<file path="src/verilog/acr2_pkg.sv">
// constants of the second control register block
package acr2_pkg;
   localparam logic [7:0] ACR2_ADDR_CTRL2     = 8'h2b;
   localparam logic [7:0] ACR2_CTRL2_RESET    = 8'h00;
   localparam int         ACR2_BIT_SELF_TEST  = 7;
   localparam int         ACR2_BIT_SW_RESET   = 6;
   localparam int         ACR2_BIT_SPARE      = 5;
   localparam int         ACR2_SLP_OSR_HI     = 4;
   localparam int         ACR2_SLP_OSR_LO     = 3;
   localparam int         ACR2_BIT_AUTO_SLEEP = 2;
   localparam int         ACR2_WAKE_OSR_HI    = 1;
   localparam int         ACR2_WAKE_OSR_LO    = 0;
   localparam int         ACR2_CLK_HZ         = 20000000;
   localparam int         ACR2_BOOT_US        = 1000;
   localparam int         ACR2_BOOT_CYCLES    = (ACR2_CLK_HZ / 1000000) * ACR2_BOOT_US;
   localparam int         ACR2_STOP_CYCLES    = 4;
   typedef enum logic [1:0] {ACR2_OSR_NORMAL, ACR2_OSR_LNLP, ACR2_OSR_HIRES, ACR2_OSR_LOWPWR} acr2_osr_t;
endpackage

</file>
<file path="src/verilog/acr2_counter.sv">
// down counter used for the standby wait and the boot interval
`timescale 1ns/10ps
`default_nettype none
module acr2_counter
   import acr2_pkg::*;
#(
   parameter int W = 16
)
(
   input  wire logic         i_clk,   // clock
   input  wire logic         i_rst_n, // synchronised reset
   input  wire logic         i_load,  // load pulse
   input  wire logic [W-1:0] i_value, // load value
   output logic              o_zero   // count reached zero
);
   logic [W-1:0] cnt;
   logic [W-1:0] next_cnt;

   always_comb
   begin
      next_cnt = cnt;
      if (i_load)
         next_cnt = i_value;
      else if (cnt != '0)
         next_cnt = cnt - 1'b1;
   end

   always_ff @(posedge i_clk or negedge i_rst_n)
   begin
      if (!i_rst_n)
         cnt <= '0;
      else
         cnt <= next_cnt;
   end

   assign o_zero = (cnt == '0);
endmodule
`default_nettype wire

</file>
<file path="src/verilog/acr2_ctrl.sv">
// second control register with software and pin reset sequencing
//
// Contract
// eight-bit register 0x2b, resets zero, read-write
// bit 7 enables self-test output shift
// writing bit 6 starts software reset
// active mode: standby first, then reboot
// reset also resets serial interface logic
// host waits 1 ms after reset
// host keeps bus quiet during reset
// hardware clears reset bit at boot end
// reset pin pulse equals software reset; a pin pulse during boot also restarts the boot interval
// bits 4:3 select sleep oversampling mode
// mode codes: normal, lnlp, hires, lowpower
// bit 2 auto-sleep flushes fifo on transitions
// bits 1:0 select wake oversampling mode
// bit 5 stored, no effect
`timescale 1ns/10ps
`default_nettype none
module acr2_ctrl
   import acr2_pkg::*;
(
   input  wire logic       i_clk,           // 20 MHz clock
   input  wire logic       i_arst_n,        // async reset, active low
   input  wire logic       i_reset_pin,     // external reset pin, active high
   input  wire logic       i_wr,            // register write strobe
   input  wire logic       i_rd,            // register read strobe
   input  wire logic [7:0] i_addr,          // register address
   input  wire logic [7:0] i_wdata,         // write data
   input  wire logic       i_active,        // device active mode
   input  wire logic       i_sleep,         // system in sleep mode
   output logic [7:0]      o_rdata,         // read data
   output logic            o_hit,           // address matches this register
   output logic            o_self_test,     // self-test enable
   output acr2_osr_t       o_sleep_osr,     // sleep oversampling mode
   output acr2_osr_t       o_wake_osr,      // wake oversampling mode
   output logic            o_auto_sleep,    // auto-sleep enable
   output logic            o_force_standby, // request leave of active mode
   output logic            o_booting,       // standby wait or reboot in progress
   output logic            o_block_reset,   // reset of functional blocks and defaults
   output logic            o_serial_reset,  // reset of serial interface logic
   output logic            o_fifo_flush,    // fifo flush pulse
   output logic            o_counter_reset  // block counter reset pulse
);
   // ===========================================
   // reset synchroniser
   logic rst_meta;
   logic rst_n;
   always_ff @(posedge i_clk or negedge i_arst_n)
   begin
      if (!i_arst_n)
      begin
         rst_meta <= 1'b0;
         rst_n    <= 1'b0;
      end
      else
      begin
         rst_meta <= 1'b1;
         rst_n    <= rst_meta;
      end
   end

   // ===========================================
   // reset sequencer
   typedef enum logic [1:0] {ACR2_IDLE, ACR2_STOP, ACR2_BOOT} acr2_state_t;
   acr2_state_t state;
   acr2_state_t next_state;
   logic        pin_q;
   logic        next_pin_q;
   logic        sw_req;
   logic        pin_req;
   logic        load_stop;
   logic        load_boot;
   logic        cnt_zero;
   logic [15:0] cnt_value;

   assign sw_req  = i_wr && i_addr == ACR2_ADDR_CTRL2 && i_wdata[ACR2_BIT_SW_RESET]
                    && state == ACR2_IDLE;
   assign pin_req = i_reset_pin && !pin_q;
   // pin edge during boot restarts the full boot interval, never the short stop wait
   assign load_stop = (sw_req || pin_req) && i_active && state == ACR2_IDLE;
   assign load_boot = ((sw_req || pin_req) && !i_active && state == ACR2_IDLE)
                      || (pin_req && state == ACR2_BOOT) || (state == ACR2_STOP && cnt_zero);
   assign cnt_value = load_stop ? 16'(ACR2_STOP_CYCLES) : 16'(ACR2_BOOT_CYCLES);

   acr2_counter #(.W(16)) u_cnt
   (
      .i_clk   (i_clk),
      .i_rst_n (rst_n),
      .i_load  (load_stop || load_boot),
      .i_value (cnt_value),
      .o_zero  (cnt_zero)
   );

   always_comb
   begin
      next_pin_q = i_reset_pin;
      next_state = state;
      case (state)
         ACR2_IDLE:
            if (load_stop)
               next_state = ACR2_STOP;
            else if (load_boot)
               next_state = ACR2_BOOT;
         ACR2_STOP:
            if (cnt_zero)
               next_state = ACR2_BOOT;
         ACR2_BOOT:
            if (cnt_zero && !load_boot)
               next_state = ACR2_IDLE;
         default:
            next_state = ACR2_IDLE;
      endcase
   end

   always_ff @(posedge i_clk or negedge rst_n)
   begin
      if (!rst_n)
      begin
         state <= ACR2_IDLE;
         pin_q <= 1'b0;
      end
      else
      begin
         state <= next_state;
         pin_q <= next_pin_q;
      end
   end

   // ===========================================
   // register
   logic [7:0] ctrl;
   logic [7:0] next_ctrl;
   logic       sleep_q;
   logic       next_sleep_q;
   logic       boot_done;

   assign boot_done = state == ACR2_BOOT && next_state == ACR2_IDLE;

   always_comb
   begin
      next_ctrl    = ctrl;
      next_sleep_q = i_sleep;
      if (state == ACR2_BOOT)
         next_ctrl = ACR2_CTRL2_RESET | (8'h01 << ACR2_BIT_SW_RESET);
      if (boot_done)
         next_ctrl = ACR2_CTRL2_RESET;
      else if (i_wr && i_addr == ACR2_ADDR_CTRL2 && state == ACR2_IDLE && !pin_req)
         next_ctrl = i_wdata;
   end

   always_ff @(posedge i_clk or negedge rst_n)
   begin
      if (!rst_n)
      begin
         ctrl    <= ACR2_CTRL2_RESET;
         sleep_q <= 1'b0;
         o_rdata <= 8'h00;
      end
      else
      begin
         ctrl    <= next_ctrl;
         sleep_q <= next_sleep_q;
         o_rdata <= (i_rd && o_hit) ? ctrl : 8'h00;
      end
   end

   assign o_hit           = i_addr == ACR2_ADDR_CTRL2;
   assign o_self_test     = ctrl[ACR2_BIT_SELF_TEST];
   assign o_sleep_osr     = acr2_osr_t'(ctrl[ACR2_SLP_OSR_HI:ACR2_SLP_OSR_LO]);
   assign o_wake_osr      = acr2_osr_t'(ctrl[ACR2_WAKE_OSR_HI:ACR2_WAKE_OSR_LO]);
   assign o_auto_sleep    = ctrl[ACR2_BIT_AUTO_SLEEP];
   assign o_force_standby = state == ACR2_STOP;
   assign o_booting       = state != ACR2_IDLE;
   assign o_block_reset   = state == ACR2_BOOT;
   assign o_serial_reset  = !rst_n || state == ACR2_BOOT;
   assign o_fifo_flush    = o_auto_sleep && (sleep_q != i_sleep) && state == ACR2_IDLE;
   assign o_counter_reset = o_fifo_flush;
endmodule
`default_nettype wire

</file>
<file path="config.mk">
export PLATFORM = sky130hd
export DESIGN_NAME = acr2_ctrl
export DESIGN_NICKNAME = d
export VERILOG_FILES = /design/src/verilog/acr2_pkg.sv /design/src/verilog/acr2_counter.sv /design/src/verilog/acr2_ctrl.sv
export SDC_FILE = /design/constraint.sdc
export NUM_CORES = 1
export LEC_CHECK = 0
export ABC_AREA = 1
export ABC_CLOCK_PERIOD_IN_PS = 1900
export BUFFER_PORTS_ARGS = -buffer_cell sky130_fd_sc_hd__buf_2
export CELL_PAD_IN_SITES_DETAIL_PLACEMENT = 1
export CELL_PAD_IN_SITES_GLOBAL_PLACEMENT = 2
export CORE_ASPECT_RATIO = 2
export CORE_MARGIN = 10
export CORE_UTILIZATION = 31
export CTS_CLUSTER_DIAMETER = 80
export CTS_CLUSTER_SIZE = 20
export DETAILED_ROUTE_END_ITERATION = 10
export PLACE_DENSITY = 0.89
export SYNTH_ARGS = -nofsm -noshare
export SYNTH_HDL_FRONTEND = slang
export SYNTH_SLANG_ARGS = --single-unit
</file>
<file path="constraint.sdc">
create_clock -name i_clk -period 1.9 [get_ports i_clk]
set_clock_uncertainty 0.05 [all_clocks]
set_input_delay 0.38 -clock i_clk [delete_from_list [all_inputs] [get_ports i_clk]]
set_output_delay 0.38 -clock i_clk [all_outputs]
set_load 0.02 [all_outputs]
</file>
## Word level (Yosys, flattened, before mapping)

Cells that the tools add are included.

- Register bits: 38
- Input port bits: 23
- Output and inout bits: 21
- Logic and storage cells: 59

- Add/subtract/negate cells: 1
- Equal/unequal tests: 4
- Mux-type cells: 12
- Reductions and logical operators: 34

Operator list:

| kind | count |
|---|---|
| 16-bit two-way mux | 2 |
| 8-bit two-way mux | 4 |
| 1-bit logical AND | 17 |
| 16-bit logical NOT | 1 |
| 16-bit nonzero test | 1 |
| 16-bit by 1-bit subtractor with 16-bit output (second input constant) | 1 |
| 15-bit two-way mux | 1 |
| 8-bit by 6-bit == test with 1-bit output (second input constant) | 1 |
| 2-bit two-way mux | 4 |
| 2-bit case mux with 3 select lines | 1 |
| 1-bit logical NOT | 5 |
| 1-bit logical OR | 5 |
| 2-bit logical NOT | 2 |
| 2-bit nonzero test | 2 |
| 3-bit nonzero test | 1 |
| 2-bit by 1-bit == test with 1-bit output (second input constant) | 1 |
| 2-bit == test (second input constant) | 1 |
| 1-bit != test | 1 |

## Logic depth before layout (Yosys ltp)

Gate-level depths: netlist of run 1.

- Word-level depth: 16
- Depth in mapped cells: 11

## Hierarchy

A second synthesis of run 1 with hierarchy kept.

- Cells, all modules: 277
- Area, all modules: 2205.9 µm²

Modules (own cells, without submodules):

| module | times used | cells each | area an instance (µm²) | seq. area each (µm²) |
|---|---|---|---|---|
| acr2_counter | 1 | 167 | 1184.9 | 400.4 |
| acr2_ctrl | 1 | 110 | 1021.0 | 550.5 |

## Worst setup path after synthesis of run 1

OpenSTA, ideal clock, no wires.

- Path kind: reg-to-output
- Start point: register rst_n
- End point: output o_serial_reset
- Arrival: 1.429 ns
- Data required time: 1.470 ns
- Setup slack: 0.041 ns
- Cell stages (with the launch flop): 2
- Buffers on the path: 0
- Path through: dfrtp_1 nand2_1

- Cells in the longest elaborated chain, start to end: 2

Ends and longest elaborated chain:

| what | RTL line | RTL |
|---|---|---|
| from (decl) | acr2_ctrl.sv:48 | `logic rst_n;` |
| from (signal assigned) | acr2_ctrl.sv:59 | `rst_n <= rst_meta;` |
| 1-bit logical NOT (no line) | n/a |  |
| 1-bit logical OR | acr2_ctrl.sv:176 | `assign o_serial_reset = !rst_n \|\| state == ACR2_BOOT;` |
| to (decl) | acr2_ctrl.sv:41 | `output logic o_serial_reset,` |

No other way between the ends.

## Worst setup path after layout of run 1

- Start point: register u_cnt.cnt[0]
- End point: register u_cnt.cnt[7]

- Cells in the longest elaborated chain, start to end: 5
- Elaborated cells between the ends (all ways): 9

Ends and longest elaborated chain:

| what | RTL line | RTL |
|---|---|---|
| from (decl) | acr2_counter.sv:16 | `logic [W-1:0] cnt;` |
| from (signal assigned) | acr2_counter.sv:33 | `cnt <= next_cnt;` |
| parallel branches: the longest is 5 deep, another holds 16-bit by 1-bit subtractor with 16-bit output | n/a |  |

Several ways; the timed one is not identified. The select of a mux whose other input is x is not followed.
A chain may end at the register's enable or synchronous reset.

==> results.ini, run 1 <==
[logic_synthesis]
synth.distinct_cells=32
synth_area_leader_cell=dfrtp_1
synth_top_area_share=0.4816
synth_area_um2=1974
syn_avg_cell_area_um2=8.510
synth_commonest_cells=38 x dfrtp_1, 34 x inv_1, 33 x nor2_1
synth_edf_count=0
yosysMostFrequentCell=dfrtp_1
syn-num-nets=257
synth_top_flop_cell=dfrtp_1
synthTopCellsByArea=dfrtp_1 48%, inv_1 6.5%, nor2_1 6.3%
synth_warnings=0
syn-instance-count=232
synthArstFlopShare=1.000
yosysSeqAreaShare=0.4816
synth-seq-cells=38

[floorplan]
fp.dieW_um=76.43
initial_utilization=0.3155
die-area_um2=10150
fp.dieH_um=132.9
rows=41
coreArea_um2=6259
io_pins=44

[global_route]
grtUsageTotal=0.1135
overflow=0
antenna_found_initial=0
grt_start_max_net_pins=37
grt_pass1_vias=1875
grt_first_pass_wirelength_um=9142

[final_layout]
drive_above_1_share=0.3405
multi_input_area_um2=823.3
area_delta_synth_final_pct=24.21
seq_area_um2=950.9
filler_cell_count=803
fin_nets=304
antenna_cells=0

[clock_network]
cts_setup_buffers=0
clkSinkCount=38
cts_buffers=5
cts_tree=built
cts-root-buf=clkbuf_16
clk_pin_slew_worst_paths_ps=50
h-tree-depth=2
clock_latency_ps=280
cts_buffer_depth=2

[timing]
setup_violations=0
fin_ws_ps=162.3
period_needed_ps=1738
hold_viol=0
max_freq_ghz=0.5755
period_share=0.9146
finalSetupTns_ps=0
holdWs_ps=166.3
rsz0062_at_grt=no
slew_viol_final=0

[critical_path]
worstPathRequired_ps=2010
crit_fanout=7
arrival_ps=1850
path_class=flop to flop
critical_path.endpoint_type=flop
cp-start-kind=flop
slowest_delay_ps=380
path_cells=inv_1, ha_1, nand2_1, nor3_2, nand2_2, nor2_2, a21oi_4, nand2_2, nor2_1
slowest_stage=dfrtp_1
cp_common_cell=nand2_2
path_delay_family=simple AND/OR/NAND/NOR gates
cp_num_buf_inv=1

[drt]
drc_errors=0
drt-pass1-iter-count=4
wire_per_inst_um=14.86
finalWirelength_um=5424
vias=1612
drt_iter0_drc=52
vias_per_cell=4.416
ant_nets=0

[power]
ir_worst_vdd_mv=0.8305
p_per_area_nw_per_um2=1348
p_leak_nw=1.278

[run_status]
status=completed

[placement]
gp_congestion=0.7803
dp_slack_ps=116.7
dp_hpwl_um=4425
portBuffers=43

[run]
drv_cap=0

[hold_path]
min_path_type=primary input to flop

[layout by cell type, fill, tap and decap left out, types with 5 or more instances in the layout]
cell type,n
dfrtp_1,38
nand4_1,5
nand3_1,7
nand2_2,8
nand2_1,32
inv_1,34
nor2_1,33
o22ai_1,7
o21ai_0,5
xor2_1,9
inv_2,9
buf_2,43
nor2_2,14
clkbuf_16,5
[flip-flops by register name, summed over array words and instances, names as in the netlist]
register / cells
sleep_q: 1
ctrl: 8
rst_n: 1
u_cnt.cnt: 16
state: 2
o_rdata: 8
pin_q: 1
rst_meta: 1
[routing by layer]
layer | up-vias | track usage | wire (um)
met3 | 6 | 0.02782 | 224
met1 | 776 | 0.09414 | 1787
met4 | 0 | 0.05925 | 127
li1 | 796 | - | -
met2 | 34 | 0.2315 | 3285
met5 | - | 0 | 0
[stage by stage]
stage	instance area, um^2	instances	power [mW]	util
finish	2452	365	3.306	0.3918
global route	2452	365	3.574	0.3918
CTS	2449	365	3.358	0.3912
detailed placement	2270	357	2.380	0.3627
global placement	2270	357	2.366	0.3627
floorplan	1974	232	2.023	-
[path summary, 6_finish.rpt]
kind / endpoint / start / slack (ps) / cells past startpoint
worst max-delay path: u_cnt.cnt[7]$_DFFE_PN0P_ / u_cnt.cnt[0]$_DFFE_PN0P_ / 160 / 9
worst min-delay path: pin_q$_DFF_PN0_ / i_reset_pin / 170 / 1
worst max register to register: u_cnt.cnt[7]$_DFFE_PN0P_ / u_cnt.cnt[0]$_DFFE_PN0P_ / 160 / 9
worst min register to register: rst_n$_DFF_PN0_ / rst_meta$_DFF_PN0_ / 310 / 0
max in group asynchronous: state[0]$_DFF_PN0_ / rst_n$_DFF_PN0_ / 1160 / 1
min in group asynchronous: ctrl[6]$_DFFE_PN0P_ / rst_n$_DFF_PN0_ / 330 / 1
[where the power goes]
group          internal, mW  switching, mW
sequential            0.982          0.156
clock                 0.647          0.307
combinational         0.431          0.782
[area by class of cell]
cell class	count	share of cell area
clock buffer	6	0.05663
sequential	38	0.3878
multi-input combinational	145	0.3357
inverter	43	0.06582
tap	86	0.04388
timing repair buffer	46	0.09796
clock inverter	1	0.01224
[timing repair]
item | CTS | global route
gates resized for setup | 0 | 1
setup endpoints to repair | 0 | 1
hold buffers | 1 | 0
hold endpoints to repair | 2 | 0
[kinds of logic after synthesis]
logic type | Yosys count | share of synthesized area
AND/OR/NAND/NOR | 112 | 0.2833
adder cells (fa/ha/maj) | 2 | 0.01267
buffers and inverters | 49 | 0.1033
other | 1 | 0.001899
XOR/XNOR | 11 | 0.04880
AO/OA/AOI/OAI | 19 | 0.06844
flip-flops | 38 | 0.4816
Note: power is estimated with default switching activity, not from simulation.
==> run 2, diff against run 1 <==
Settings changed: BUFFER_PORTS_ARGS -buffer_cell sky130_fd_sc_hd__buf_2 to default, CORE_UTILIZATION 31 to 36, DONT_BUFFER_PORTS from default to 1, PLACE_DENSITY 0.89 to 0.88.
==> results.ini, run 2 (synthesis results as in run 1) <==
[run_status]
status=completed

[power]
p_per_area_nw_per_um2=1432
netSwitchingPower_mw=1.251
p_leak_nw=1.104
intPower_mw=1.970
p_sw_frac=0.3884
power_frac_seq=0.354
ir_worst_vdd_mv=0.7306
p_comb_frac=0.380
p_total_mw=3.221
clockPowerShare=0.266

[drt]
wire_per_inst_um=17.04
drt_iter0_drc=29
ant_nets=0
drt-pass1-iter-count=4
vias_per_cell=5.000
vias=1520
drc_errors=0
finalWirelength_um=5181

[final_layout]
final_common_cell=dfrtp_1
drive_above_1_share=0.2500
area_delta_synth_final_pct=13.88
final_cells=304
reg.largest.list=u_cnt.cnt x16, ctrl x8, o_rdata x8
layout_common_cells=38 x dfrtp_1, 33 x inv_1, 33 x nor2_1, 32 x nand2_1, 13 x nor2_2
fin_nets=268
largest_register_ffs=16
antenna_cells=0
top_register=u_cnt.cnt

[floorplan]
die-area_um2=9026
io_pins=44
fp.dieH_um=124.7
coreArea_um2=5373
rows=38
fp.dieW_um=72.37
initial_utilization=0.3675

[critical_path]
slowest_delay_ps=430
path_delay_family=flip-flops
crit_fanout=5
cp-start-kind=flop
path_class=flop to output pin
worstPathRequired_ps=1470
cp_num_cells=4
reg2reg_depth=10
cp_num_buf_inv=2
path_cells=inv_2, nand2_2, nor3_1, buf_4
slowest_stage=dfrtp_1
critical_path.endpoint_type=output pin
arrival_ps=1350

[global_route]
antenna_found_initial=0
grtUsageTotal=0.1222
grt_first_pass_wirelength_um=8680
grt_start_max_net_pins=37
grt_pass1_vias=1772
overflow=0

[timing]
hold_viol=0
period_share=0.9384
rsz0062_at_grt=no
finalSetupTns_ps=0
period_needed_ps=1783
holdWs_ps=51.71
max_freq_ghz=0.5609
slew_viol_final=0
setup_violations=0

[clock_network]
cts_tree=built
cts_buffers=5
clock_latency_ps=300
h-tree-depth=2
clk_pin_slew_worst_paths_ps=80
clkSinkCount=38
cts-root-buf=clkbuf_8
cts_buffer_depth=2

[placement]
placed_cells=293
portBuffers=0
gp_congestion=0.8368
dp_hpwl_um=4187

[hold_path]
worstHoldPathCells=0
min_path_type=primary input to flop

[run]
drv_cap=0

==> run 2: cell types whose count changed in the layout (fill, tap and decap cells not counted), moves of 5 or more <==
cell,delta
clkbuf_16,-5
clkbuf_8,+5
buf_4,+7
buf_2,-43
==> run 2: through the flow <==
step	util	cell area, um^2	worst slack, ps
after global routing	0.4185	2248	2.533
after global placement	0.3833	2059	121.3
after floorplan	-	1974	40.58
after CTS	0.4117	2212	83.47
after detailed placement	0.3833	2059	109.3
final	0.4185	2248	117.1
==> run 2: power groups by stage <==
stage | sequential (mW) | clock (mW) | combinational, mW
2_1_floorplan | 1.12 | 0 | 0.899
3_3_place_gp | 1.16 | 0 | 1.17
3_5_place_dp | 1.16 | 0 | 1.19
4_1_cts | 1.15 | 0.874 | 1.21
5_1_grt | 1.16 | 0.889 | 1.40
6_report | 1.14 | 0.857 | 1.22
==> run 2: worst reg2reg max path: stages (launching register included) <==
cell and delay (ps):
dfrtp_1 400, inv_1 100, ha_1 150, nand2_1 90
nor2_2 140, nand3_2 110, nor2_4 220, buf_4 140
nand4_1 80, o21ai_0 120, nor2_1 60
==> run 2: layer usage <==
| layer | vias up | share of wire | GRT usage |
|---|---|---|---|
| li1 | 723 | - | - |
| met1 | 746 | 0.32 | 0.1098 |
| met2 | 41 | 0.60 | 0.2302 |
| met3 | 10 | 0.051 | 0.03429 |
| met4 | 0 | 0.026 | 0.06186 |
| met5 | - | 0 | 0 |
==> run 2: repair_timing <==
| item | in CTS | in global routing |
|---|---|---|
| hold buffers | 1 | 0 |
| gates resized for setup | 0 | 6 |
| buffers inserted | 0 | 2 |
| setup endpoints to repair | 0 | 8 |
| endpoints found under the hold margin | 2 | 0 |
==> run 2: area by class of cell <==
| cell class | instances | area (um^2) |
|---|---|---|
| clock buffer | 6 | 82.58 |
| clock inverter | 2 | 60.06 |
| fill | 648 | 3124 |
| inverter | 43 | 161.4 |
| multi-input combinational | 145 | 840.8 |
| sequential | 38 | 950.9 |
| tap | 60 | 75.07 |
| timing repair buffer | 10 | 77.57 |
==> run 2: worst paths after layout <==
check,slack (ps),startpoint,endpoint
worst max-delay path,120,state[1]$_DFF_PN0_,o_fifo_flush
worst min-delay path,50,i_reset_pin,pin_q$_DFF_PN0_
worst max register to register,150,u_cnt.cnt[1]$_DFFE_PN0P_,ctrl[6]$_DFFE_PN0P_
worst min register to register,300,rst_meta$_DFF_PN0_,rst_n$_DFF_PN0_
max in group asynchronous,1120,rst_n$_DFF_PN0_,pin_q$_DFF_PN0_
min in group asynchronous,250,i_arst_n,rst_n$_DFF_PN0_
